### config.mk
export PLATFORM = sky130hd
export DESIGN_NAME = dct_unit
export DESIGN_NICKNAME = d
export VERILOG_FILES = /design/src/dct_pkg.sv /design/src/dct_unit.sv
export VERILOG_INCLUDE_DIRS = /design/src /design/src/src
export SDC_FILE = /design/constraint.sdc
export NUM_CORES = 1
export LEC_CHECK = 0
export BUFFER_PORTS_ARGS = -buffer_cell sky130_fd_sc_hd__buf_2
export CAP_MARGIN = 0
export CORE_AREA = 2 2 109 111
export CTS_CLUSTER_DIAMETER = 60
export CTS_CLUSTER_SIZE = 8
export DETAILED_ROUTE_END_ITERATION = 10
export DIE_AREA = 0 0 111 113
export PLACE_DENSITY_LB_ADDON = 0.08
export SLEW_MARGIN = 5
export SYNTH_ARGS = -nofsm -noshare
export SYNTH_HDL_FRONTEND = slang
export SYNTH_SLANG_ARGS = --single-unit
### constraint.sdc
create_clock -name REF_CLK -period 2.57 [get_ports REF_CLK]
set_clock_uncertainty 0.1 [all_clocks]
set_input_delay 0 -clock REF_CLK [delete_from_list [all_inputs] [get_ports REF_CLK]]
set_output_delay 0 -clock REF_CLK [all_outputs]
set_load 0.005 [all_outputs]
### src/dct_params.svh
// How it works
// - edge detector pulses on rising or falling edge per edge select field
// - pulses shorter than glitch filter width are dropped before edge detection
// - short counter idle output is inverse of its initial-level bit
// - long counter idle output in normal or ping-pong is inverse of initial bit
// - transmit mode 10 or 11 forces long output to 0 or 1
// - enabling long counter loads high*256+low and sets output to initial level
// - long terminal count toggles output outside demod, sets status, interrupts if enabled
// - long counter stops in single-pass, reloads in modulo-N
// - reload bytes writable anytime, used only at next load
// - demod with bit D6 set: short timeout captures long value, no reload
// - writing mode bit 0 then 1 arms capture and reload on next edge
// - in demodulation the long counter wraps to FFFF and flags timeout
// - ping-pong starts when either counter enable is set
// - short counter in ping-pong loads high or low time by output level
// - counters hand over to each other at terminal count in ping-pong
// - each counter interrupts at its own terminal count in ping-pong
// - writing 00 to transmit mode field ends ping-pong
// - stopping and restarting a counter reloads its initial value
// - counters keep running while the core is halted
// - short counter reloads in modulo-N, stops in single-pass
// - short timeout status set at terminal count, cleared by writing 1
`ifndef DCT_PARAMS_SVH
`define DCT_PARAMS_SVH
// register offsets
`define DCT_OFS_SHORT_CTL 4'h0
`define DCT_OFS_MODE_CTL 4'h1
`define DCT_OFS_LONG_CTL 4'h2
`define DCT_OFS_LONG_HI 4'h3
`define DCT_OFS_LONG_LO 4'h4
`define DCT_OFS_SHORT_HI 4'h5
`define DCT_OFS_SHORT_LO 4'h6
`define DCT_OFS_CAPT_HI 4'h7
`define DCT_OFS_CAPT_LO 4'h8
// short control bits
`define DCT_SC_EN 7
`define DCT_SC_SINGLE 6
`define DCT_SC_TOUT 5
`define DCT_SC_IE 1
// mode control bits
`define DCT_MC_TXMODE 7
`define DCT_MC_EDGE_HI 5
`define DCT_MC_EDGE_LO 4
`define DCT_MC_FILT_HI 3
`define DCT_MC_FILT_LO 2
`define DCT_MC_SINIT 1
`define DCT_MC_LINIT 0
// long control bits
`define DCT_LC_EN 7
`define DCT_LC_MODE 6
`define DCT_LC_TOUT 5
`define DCT_LC_INSEL 4
`define DCT_LC_CIE 2
`define DCT_LC_IE 1
// reset and wrap values
`define DCT_RST_BYTE 8'h00
`define DCT_WRAP_VAL 16'hFFFF
// glitch widths in clock cycles for filter codes 1..3
`define DCT_FILT_W1 4'h2
`define DCT_FILT_W2 4'h4
`define DCT_FILT_W3 4'h8
`endif

### src/dct_pkg.sv
package dct_pkg;
  typedef enum logic [1:0] {DCT_TX_NORMAL, DCT_TX_PINGPONG, DCT_TX_FORCE0, DCT_TX_FORCE1} dct_tx_type;
  typedef enum logic [1:0] {DCT_EDGE_NONE, DCT_EDGE_FALL, DCT_EDGE_RISE, DCT_EDGE_BOTH} dct_edge_type;
endpackage : dct_pkg

### src/dct_unit.sv
// Added by the designer: the address map and the strobed register port.
`timescale 1ns/1ns
`include "dct_params.svh"
module dct_unit (
  // clock and reset
  input wire logic REF_CLK,
  input wire logic RESETN,
  // register port
  input wire logic [3:0] ADDR,
  input wire logic [7:0] WDATA,
  input wire logic WR,
  input wire logic RD,
  output logic [7:0] RDATA,
  // capture pins
  input wire logic CAPTURE_INPUT_A,
  input wire logic CAPTURE_INPUT_B,
  // outputs
  output logic SHORT_COUNTER_OUTPUT,
  output logic LONG_COUNTER_OUTPUT,
  output logic SHORT_IRQ,
  output logic LONG_IRQ
);
  logic [7:0] sc_ctl_ff, mc_ctl_ff, lc_ctl_ff;
  logic [7:0] lhi_ff, llo_ff, shi_ff, slo_ff;
  logic [15:0] capt_ff, lcnt_ff;
  logic [7:0] scnt_ff;
  logic sout_ff, lout_ff, s_run_ff, l_run_ff, armed_ff, first_ff;
  logic [1:0] sync_a_ff, sync_b_ff;
  logic filt_ff, filt_d_ff;
  logic [3:0] glitch_ff;
  logic [7:0] rdata_ff;
  logic wr_sc, wr_mc, wr_lc;
  logic [1:0] txm;
  logic pingpong, demod, raw_in, pos_edge, neg_edge, edge_hit;
  logic s_tc, l_tc, s_start, l_start;
  logic [3:0] filt_w;

  assign wr_sc = WR && (ADDR == `DCT_OFS_SHORT_CTL);
  assign wr_mc = WR && (ADDR == `DCT_OFS_MODE_CTL);
  assign wr_lc = WR && (ADDR == `DCT_OFS_LONG_CTL);
  assign txm = mc_ctl_ff[`DCT_MC_FILT_HI:`DCT_MC_FILT_LO];
  // transmit mode field shares bits with filter; filter applies only in demod
  assign demod = !mc_ctl_ff[`DCT_MC_TXMODE];
  assign pingpong = !demod && (txm == dct_pkg::DCT_TX_PINGPONG);
  assign s_tc = s_run_ff && (scnt_ff == 8'h00);
  assign l_tc = l_run_ff && (lcnt_ff == 16'h0000);

  // pin synchronisers, first stage read only by second
  always_ff @(posedge REF_CLK or negedge RESETN) begin
    if (!RESETN) begin
      sync_a_ff <= 2'h0;
      sync_b_ff <= 2'h0;
    end else begin
      sync_a_ff <= {sync_a_ff[0], CAPTURE_INPUT_A};
      sync_b_ff <= {sync_b_ff[0], CAPTURE_INPUT_B};
    end
  end
  assign raw_in = lc_ctl_ff[`DCT_LC_INSEL] ? sync_b_ff[1] : sync_a_ff[1];

  // glitch filter: new level accepted only after stable for filt_w+1 cycles
  always_comb begin
    unique case (txm)
      2'h1: filt_w = `DCT_FILT_W1;
      2'h2: filt_w = `DCT_FILT_W2;
      2'h3: filt_w = `DCT_FILT_W3;
      default: filt_w = 4'h0;
    endcase
  end
  always_ff @(posedge REF_CLK or negedge RESETN) begin
    if (!RESETN) begin
      glitch_ff <= 4'h0;
      filt_ff <= 1'b0;
      filt_d_ff <= 1'b0;
    end else begin
      filt_d_ff <= filt_ff;
      if (raw_in == filt_ff) begin
        glitch_ff <= 4'h0;
      end else if (glitch_ff >= filt_w) begin
        filt_ff <= raw_in;
        glitch_ff <= 4'h0;
      end else begin
        glitch_ff <= glitch_ff + 4'h1;
      end
    end
  end
  // edge detector on filtered level
  assign pos_edge = filt_ff && !filt_d_ff;
  assign neg_edge = !filt_ff && filt_d_ff;
  assign edge_hit = (mc_ctl_ff[`DCT_MC_EDGE_HI] && pos_edge) || (mc_ctl_ff[`DCT_MC_EDGE_LO] && neg_edge);

  // ping-pong hand-over starts
  assign s_start = pingpong && l_tc;
  assign l_start = pingpong && s_tc;

  // control registers; hardware status set wins over software clear
  always_ff @(posedge REF_CLK or negedge RESETN) begin
    if (!RESETN) begin
      sc_ctl_ff <= `DCT_RST_BYTE;
      mc_ctl_ff <= `DCT_RST_BYTE;
      lc_ctl_ff <= `DCT_RST_BYTE;
    end else begin
      if (wr_mc) begin
        mc_ctl_ff <= WDATA;
      end
      if (wr_sc) begin
        sc_ctl_ff[7:6] <= WDATA[7:6];
        sc_ctl_ff[4:0] <= WDATA[4:0];
        if (WDATA[`DCT_SC_TOUT]) begin
          sc_ctl_ff[`DCT_SC_TOUT] <= 1'b0;
        end
      end
      if (s_tc) begin
        sc_ctl_ff[`DCT_SC_TOUT] <= 1'b1;
        if (sc_ctl_ff[`DCT_SC_SINGLE] || pingpong) begin
          sc_ctl_ff[`DCT_SC_EN] <= 1'b0;
        end
      end
      if (s_start) begin
        sc_ctl_ff[`DCT_SC_EN] <= 1'b1;
      end
      if (wr_lc) begin
        lc_ctl_ff[7:6] <= WDATA[7:6];
        lc_ctl_ff[4:0] <= WDATA[4:0];
        if (WDATA[`DCT_LC_TOUT]) begin
          lc_ctl_ff[`DCT_LC_TOUT] <= 1'b0;
        end
      end
      if (l_tc) begin
        lc_ctl_ff[`DCT_LC_TOUT] <= 1'b1;
        if (!demod && (lc_ctl_ff[`DCT_LC_MODE] || pingpong)) begin
          lc_ctl_ff[`DCT_LC_EN] <= 1'b0;
        end
      end
      if (l_start) begin
        lc_ctl_ff[`DCT_LC_EN] <= 1'b1;
      end
    end
  end

  // reload bytes, read only at load time
  always_ff @(posedge REF_CLK or negedge RESETN) begin
    if (!RESETN) begin
      lhi_ff <= `DCT_RST_BYTE;
      llo_ff <= `DCT_RST_BYTE;
      shi_ff <= `DCT_RST_BYTE;
      slo_ff <= `DCT_RST_BYTE;
    end else begin
      if (WR && ADDR == `DCT_OFS_LONG_HI) lhi_ff <= WDATA;
      if (WR && ADDR == `DCT_OFS_LONG_LO) llo_ff <= WDATA;
      if (WR && ADDR == `DCT_OFS_SHORT_HI) shi_ff <= WDATA;
      if (WR && ADDR == `DCT_OFS_SHORT_LO) slo_ff <= WDATA;
    end
  end

  // short counter; runs regardless of core halt
  always_ff @(posedge REF_CLK or negedge RESETN) begin
    if (!RESETN) begin
      s_run_ff <= 1'b0;
      scnt_ff <= 8'h00;
      sout_ff <= 1'b1;
    end else if (!sc_ctl_ff[`DCT_SC_EN] || (demod && !sc_ctl_ff[`DCT_SC_EN])) begin
      s_run_ff <= 1'b0;
      sout_ff <= !mc_ctl_ff[`DCT_MC_SINIT];
    end else if (!s_run_ff) begin
      s_run_ff <= 1'b1;
      sout_ff <= mc_ctl_ff[`DCT_MC_SINIT];
      scnt_ff <= mc_ctl_ff[`DCT_MC_SINIT] ? shi_ff : slo_ff;
    end else if (s_tc) begin
      if (sc_ctl_ff[`DCT_SC_SINGLE] || pingpong) begin
        s_run_ff <= 1'b0;
      end else begin
        sout_ff <= !sout_ff;
        scnt_ff <= sout_ff ? slo_ff : shi_ff;
      end
    end else begin
      scnt_ff <= scnt_ff - 8'h01;
    end
  end

  // long counter, transmit and demodulation
  always_ff @(posedge REF_CLK or negedge RESETN) begin
    if (!RESETN) begin
      l_run_ff <= 1'b0;
      lcnt_ff <= 16'h0000;
      lout_ff <= 1'b1;
      capt_ff <= 16'h0000;
      armed_ff <= 1'b0;
      first_ff <= 1'b0;
    end else begin
      first_ff <= lc_ctl_ff[`DCT_LC_MODE];
      if (demod && lc_ctl_ff[`DCT_LC_MODE] && !first_ff) begin
        armed_ff <= 1'b1;
      end
      if (!lc_ctl_ff[`DCT_LC_EN]) begin
        l_run_ff <= 1'b0;
        lout_ff <= !mc_ctl_ff[`DCT_MC_LINIT];
      end else if (!l_run_ff) begin
        l_run_ff <= 1'b1;
        lcnt_ff <= {lhi_ff, llo_ff};
        lout_ff <= mc_ctl_ff[`DCT_MC_LINIT];
      end else if (demod && armed_ff && edge_hit) begin
        capt_ff <= lcnt_ff;
        lcnt_ff <= {lhi_ff, llo_ff};
        armed_ff <= 1'b0;
      end else if (l_tc) begin
        if (demod) begin
          lcnt_ff <= `DCT_WRAP_VAL;
        end else begin
          lout_ff <= !lout_ff;
          if (lc_ctl_ff[`DCT_LC_MODE] || pingpong) begin
            l_run_ff <= 1'b0;
          end else begin
            lcnt_ff <= {lhi_ff, llo_ff};
          end
        end
      end else begin
        lcnt_ff <= lcnt_ff - 16'h0001;
        if (demod && lc_ctl_ff[`DCT_LC_MODE] && s_tc) begin
          capt_ff <= lcnt_ff;
        end
      end
    end
  end

  // outputs; forced levels override long output
  always_comb begin
    SHORT_COUNTER_OUTPUT = sout_ff;
    LONG_COUNTER_OUTPUT = lout_ff;
    if (!demod && txm == dct_pkg::DCT_TX_FORCE0) LONG_COUNTER_OUTPUT = 1'b0;
    if (!demod && txm == dct_pkg::DCT_TX_FORCE1) LONG_COUNTER_OUTPUT = 1'b1;
  end
  // interrupt requests are one-cycle pulses
  assign SHORT_IRQ = s_tc && sc_ctl_ff[`DCT_SC_IE];
  assign LONG_IRQ = (l_tc && lc_ctl_ff[`DCT_LC_IE])
    || (demod && lc_ctl_ff[`DCT_LC_MODE] && s_tc && lc_ctl_ff[`DCT_LC_CIE]);

  // read port, data one cycle after strobe
  always_ff @(posedge REF_CLK or negedge RESETN) begin
    if (!RESETN) begin
      rdata_ff <= 8'h00;
    end else if (RD) begin
      unique case (ADDR)
        `DCT_OFS_SHORT_CTL: rdata_ff <= sc_ctl_ff;
        `DCT_OFS_MODE_CTL: rdata_ff <= mc_ctl_ff;
        `DCT_OFS_LONG_CTL: rdata_ff <= lc_ctl_ff;
        `DCT_OFS_LONG_HI: rdata_ff <= lhi_ff;
        `DCT_OFS_LONG_LO: rdata_ff <= llo_ff;
        `DCT_OFS_SHORT_HI: rdata_ff <= shi_ff;
        `DCT_OFS_SHORT_LO: rdata_ff <= slo_ff;
        `DCT_OFS_CAPT_HI: rdata_ff <= capt_ff[15:8];
        `DCT_OFS_CAPT_LO: rdata_ff <= capt_ff[7:0];
        default: rdata_ff <= 8'h00;
      endcase
    end else begin
      rdata_ff <= 8'h00;
    end
  end
  assign RDATA = rdata_ff;
endmodule : dct_unit

**Word-level counts from Yosys, hierarchy flattened**

Index checks and enable logic that the tools add are counted.

- Output and inout bits: 12
- Bits of input ports: 18
- Bits in registers: 120
- Logic and storage cells: 165

- $lt $le $gt $ge: 1
- Equality and inequality tests: 20
- Mux-type cells: 55
- Add/sub/neg operators: 3
- Bitwise operators: 2
- Reductions and logical operators: 58

Operators with widths:

| kind | number |
|---|---|
| 2-to-1 mux 16 bit | 8 |
| case mux 8 bit (9 select lines) | 1 |
| 2-to-1 mux 8 bit | 8 |
| 2-to-1 mux 1 bit | 35 |
| logical AND 1 bit | 28 |
| == test 4 x 3 -> 1 bit (second input constant) | 4 |
| zero test 16 bit | 1 |
| subtractor 16 x 1 -> 16 bit (second input constant) | 1 |
| case mux 4 bit (3 select lines) | 1 |
| AND reduction 2 bit | 6 |
| nonzero test 2 bit | 5 |
| zero test 1 bit | 9 |
| != test 3 bit (second input constant) | 3 |
| == test 4 x 2 -> 1 bit (second input constant) | 2 |
| zero test 8 bit | 1 |
| 2-to-1 mux 4 bit | 2 |
| subtractor 8 x 1 -> 8 bit (second input constant) | 1 |
| != test 3 x 2 -> 1 bit (second input constant) | 2 |
| logical OR 1 bit | 5 |
| != test 5 bit (second input constant) | 1 |
| adder 4 x 1 -> 4 bit (second input constant) | 1 |
| == test 2 bit (second input constant) | 2 |
| == test 4 x 1 -> 1 bit (second input constant) | 1 |
| == test 4 bit (second input constant) | 1 |
| 9 further kinds | 10 |

**Logic depth before layout (Yosys ltp)**

- Depth in word-level cells: 9
- Depth in mapped cells: 11

**Worst setup path before layout**

No wires, ideal clock.

- Path type: register to register
- Start: register lcnt_ff[0]
- End: register lcnt_ff[12]
- Clock period less this slack: 2.831 ns
- Path buffers: 3
- Cell stages (with the launch flop): 12
- Arrival time: 2.580 ns
- Path slack: -0.261 ns
- Setup time: 0.151 ns
- Cells stage by stage: dfrtp_1 -> inv_1 -> ha_1 -> or3b_1 -> buf_6 -> or4_4 -> buf_6 -> o41ai_4 -> inv_2 -> buf_2 -> a21oi_1 -> a311oi_1

- Word-level cells in the longest chain between the ends: 5

Ends and longest elaborated chain:

| element | RTL line | text |
|---|---|---|
| start: declaration | dct_unit.sv:25 | `logic [15:0] capt_ff, lcnt_ff;` |
| start signal: assignment | dct_unit.sv:199 | `lcnt_ff <= {lhi_ff, llo_ff};` |
| start signal: assignment | dct_unit.sv:203 | `lcnt_ff <= {lhi_ff, llo_ff};` |
| start signal: assignment | dct_unit.sv:207 | `` lcnt_ff <= `DCT_WRAP_VAL; `` |
| parallel branches: the longest is 5 deep, another holds subtractor 16 x 1 -> 16 bit | -- |  |

Several ways; the timed one is not identified.
A chain may end at the register's enable or synchronous reset.

**Final worst setup path**

- Start: register lcnt_ff[9]
- End: register lcnt_ff[5]

- Word-level cells in the longest chain between the ends: 5

Ends and longest elaborated chain:

| element | RTL line | text |
|---|---|---|
| zero test 16 bit (*) | dct_unit.sv:46 | `assign l_tc = l_run_ff && (lcnt_ff == 16'h0000);` |
| logical AND 1 bit (*) | dct_unit.sv:46 |  |
| 2-to-1 mux 16 bit | dct_unit.sv:205 | `end else if (l_tc) begin` |
| 2-to-1 mux 16 bit | dct_unit.sv:201 | `end else if (demod && armed_ff && edge_hit) begin` |
| 2-to-1 mux 16 bit | dct_unit.sv:197 | `end else if (!l_run_ff) begin` |

Mark *: on every way between the ends. The rest lies on a longest branch, timed or not.

==> impl_metrics.ini <==
[run_status]
outcome = finished with violations
failed_checks = setup timing

[power]
total_power_uw = 8360
ir_worst_vdd_v = 0.000890
leakage_uw = 0.00336
power_density_nw_per_um2 = 1100

[routing]
vias_per_cell = 6.15
wire_per_inst_um = 20.7
drtIter0Drc = 426
finalWirelength_um = 16300
drc = 0
antenna_left = 0
vias = 4831
drt_first_pass_iters = 5

[worst_setup_path]
cpPeakStageDelay_ns = 0.56
critPathTopFamily = simple AND/OR/NAND/NOR gates
cp_slowest_cell = or4_4
setup.worst_path.class = reg -> reg
reg2regPathDepth = 8
path_cells = or4_4 -> or4_4 -> o41ai_4 -> buf_4 -> buf_6 -> buf_12 -> a21oi_1 -> a2bb2oi_2
crit_path_start_kind = flip-flop
crit_fanout = 5
path_depth = 8
critPathBufInv = 3
critPathRequiredTime_ns = 2.77
cp.arrival_ns = 2.81
crit_top_cell = or4_4
cp-end-kind = flip-flop

[placement]
dpl_cell_area_um2 = 6800
portBuffers = 29
hpwl_um = 11300
finalWeightedCongestion = 0.897

[final_layout]
antennaDiodeCount = 0
n_fill_cell = 866
design_area_um2 = 7620
area_delta_synth_final_pct = 22.3
fin_nets = 655
final_util = 0.676
drive_gt1_frac = 0.322

[job]
max-cap-violations = 0

[synthesis]
synth.avg_cell_area_um2 = 11.4
netlist_area_um2 = 6230
postSynth.asyncResetShare = 1.00
synth_top_area_frac = 0.474
yosys-top-cells-count = dfrtp_1 (118), mux2_2 (70), nand2_1 (33)
synth_most_common_cell = dfrtp_1
synth-edff-count = 0
netlist_top_cells_area = dfrtp_1 (47%), mux2_2 (13%), mux2i_1 (4.5%)
synth_fp_nets = 574
netlist_instances = 549
synth_top_area_cell = dfrtp_1
synthFlopType = dfrtp_1
ys_seq_area_frac = 0.482
ys_types = 65
yosysWarningCount = 0
ys_ff_latch = 120

[clock_network]
cts_htree_levels = 4
cts_buffers = 17
cts.clk_slew.worst_paths_ns = 0.06
cts_tree = yes
clk_latency_ns = 0.42
cts_buffer_depth = 2
cts_root_buf = clkbuf_16
clock_sinks = 120

[grt]
met3_usage = 0.0664
grt_pass1_wl_um = 26300
grt_pass1_vias = 4800
grt_max_degree = 80
antenna_found_initial = 0
grt.busiest_layer = met2
grt_use_total = 0.276
overflow = 0
met2_usage = 0.421
globalRouteMet1Util = 0.393

[floorplan]
initial_utilization = 0.553
die_w_um = 111
num_rows = 39
die_h_um = 113
die_area_um2 = 12500
pin_count = 30
core-area_um2 = 11300

[min_path]
min_path_type = in -> async

[timing]
fin_tns_setup_ns = -0.109
tightest_slew_ns = 0.793
fmax_ghz = 0.383
max_slew_margin = 0.467
rsz0062_at_grt = true
fin_ws_ns = -0.0399
setup_viol = 4
hold-worst-slack_ns = 0.0567
fin_crit_ns = 2.61
hold_viol = 0
final_max_slew_viol_count = 0
post-route-period-util = 1.02
## worst paths after layout
path / slack, ns / end / start
setup / recovery: -0.04 / lcnt_ff[5] / lcnt_ff[9]
hold / removal: 0.06 / shi_ff[4] / RESETN
setup reg to reg: -0.04 / lcnt_ff[5] / lcnt_ff[9]
hold reg to reg: 0.25 / sync_a_ff[1] / sync_a_ff[0]
max in group asynchronous: 1.85 / scnt_ff[3] / RESETN
min in group REF_CLK: 0.13 / sync_a_ff[0] / CAPTURE_INPUT_A
## cells in the final DEF, fill, tap and decap left out, types with 6 or more instances in the layout
master         netlist  layout
nor2_1              25      24
o22ai_1             10      10
mux2_2              70      70
nor4_1               7       7
nand2_1             33      33
mux2i_1             28      28
nor3_1              15      15
ha_1                 7       6
nor2b_1              6       6
mux4_2              10      10
nand3_1             19      19
dfrtp_1            118     118
inv_1               21      19
o21ai_0             25      25
clkbuf_16            0      17
buf_4                0      39
dlygate4sd3_1        0      15
nor3b_1              6       6
a21oi_1             18      18
buf_2                4      28
## worst reg2reg max path, cell delays in order (launching register included)
cell       delay [ns]
dfrtp_1          0.38
or4_4            0.54
or4_4            0.56
o41ai_4          0.29
buf_4            0.20
buf_6            0.13
buf_12           0.10
a21oi_1          0.05
a2bb2oi_2        0.16
## power breakdown
part | total [µW] | leakage (µW) | internal (µW) | switching, µW
clock | 2290 | 0.000283 | 1450 | 843
sequential | 3140 | 0.00146 | 2520 | 614
combinational | 2940 | 0.00161 | 1490 | 1450
## sequential cells by signal, indices dropped and copies added, names as in the netlist, 8 cells and up
signal and flops:
lhi_ff 8, shi_ff 8, RDATA 8, mc_ctl_ff 8, llo_ff 8, slo_ff 8, lc_ctl_ff 8, scnt_ff 8
sc_ctl_ff 8, lcnt_ff 16, capt_ff 16
## per-layer routing
layer / vias to the layer above / wire length (µm)
met5: - / 0
met4: 0 / 249
met3: 22 / 788
met2: 129 / 7630
met1: 2458 / 7630
li1: 2222 / -
## logic make-up (layout without fill, tap and decap cells)
group | Yosys count | in the layout | share of synthesized area
DFF | 120 | 120 | 0.482
adders and majority gates | 7 | 7 | 0.0141
muxes | 110 | 110 | 0.211
xor gates and xnor gates | 8 | 8 | 0.0112
buffers and inverters | 49 | 143 | 0.0339
and+or+nand+nor | 146 | 146 | 0.123
AOI/OAI and AO/OA | 109 | 109 | 0.124
## per-stage QoR
step,worst slack (ns),cells
after floorplan,0.00215,549
after global placement,0.0405,733
after detailed placement,-0.0191,733
after CTS,0.00250,782
after global routing,-0.0884,786
final,-0.0399,786
## cell type report
type                            count  area [µm²]  area share
Sequential cell                   120        3010       0.394
Tap cell                          143         179      0.0235
Timing Repair Buffer               89         706      0.0926
Clock buffer                       25         505      0.0663
Clock inverter                      7        66.3     0.00870
Multi-Input combinational cell    380        3080       0.404
Inverter                           22        85.1      0.0112
## repair_timing
| item | in CTS | in global routing |
|---|---|---|
| endpoints found under the setup margin | 5 | 28 |
| hold buffers | 15 | 0 |
| resized for setup | 1 | 10 |
| hold endpoints to repair | 186 | 0 |
| pin swaps | 1 | 2 |
| setup buffers | 2 | 5 |
Power figures use the tool's default switching activity.
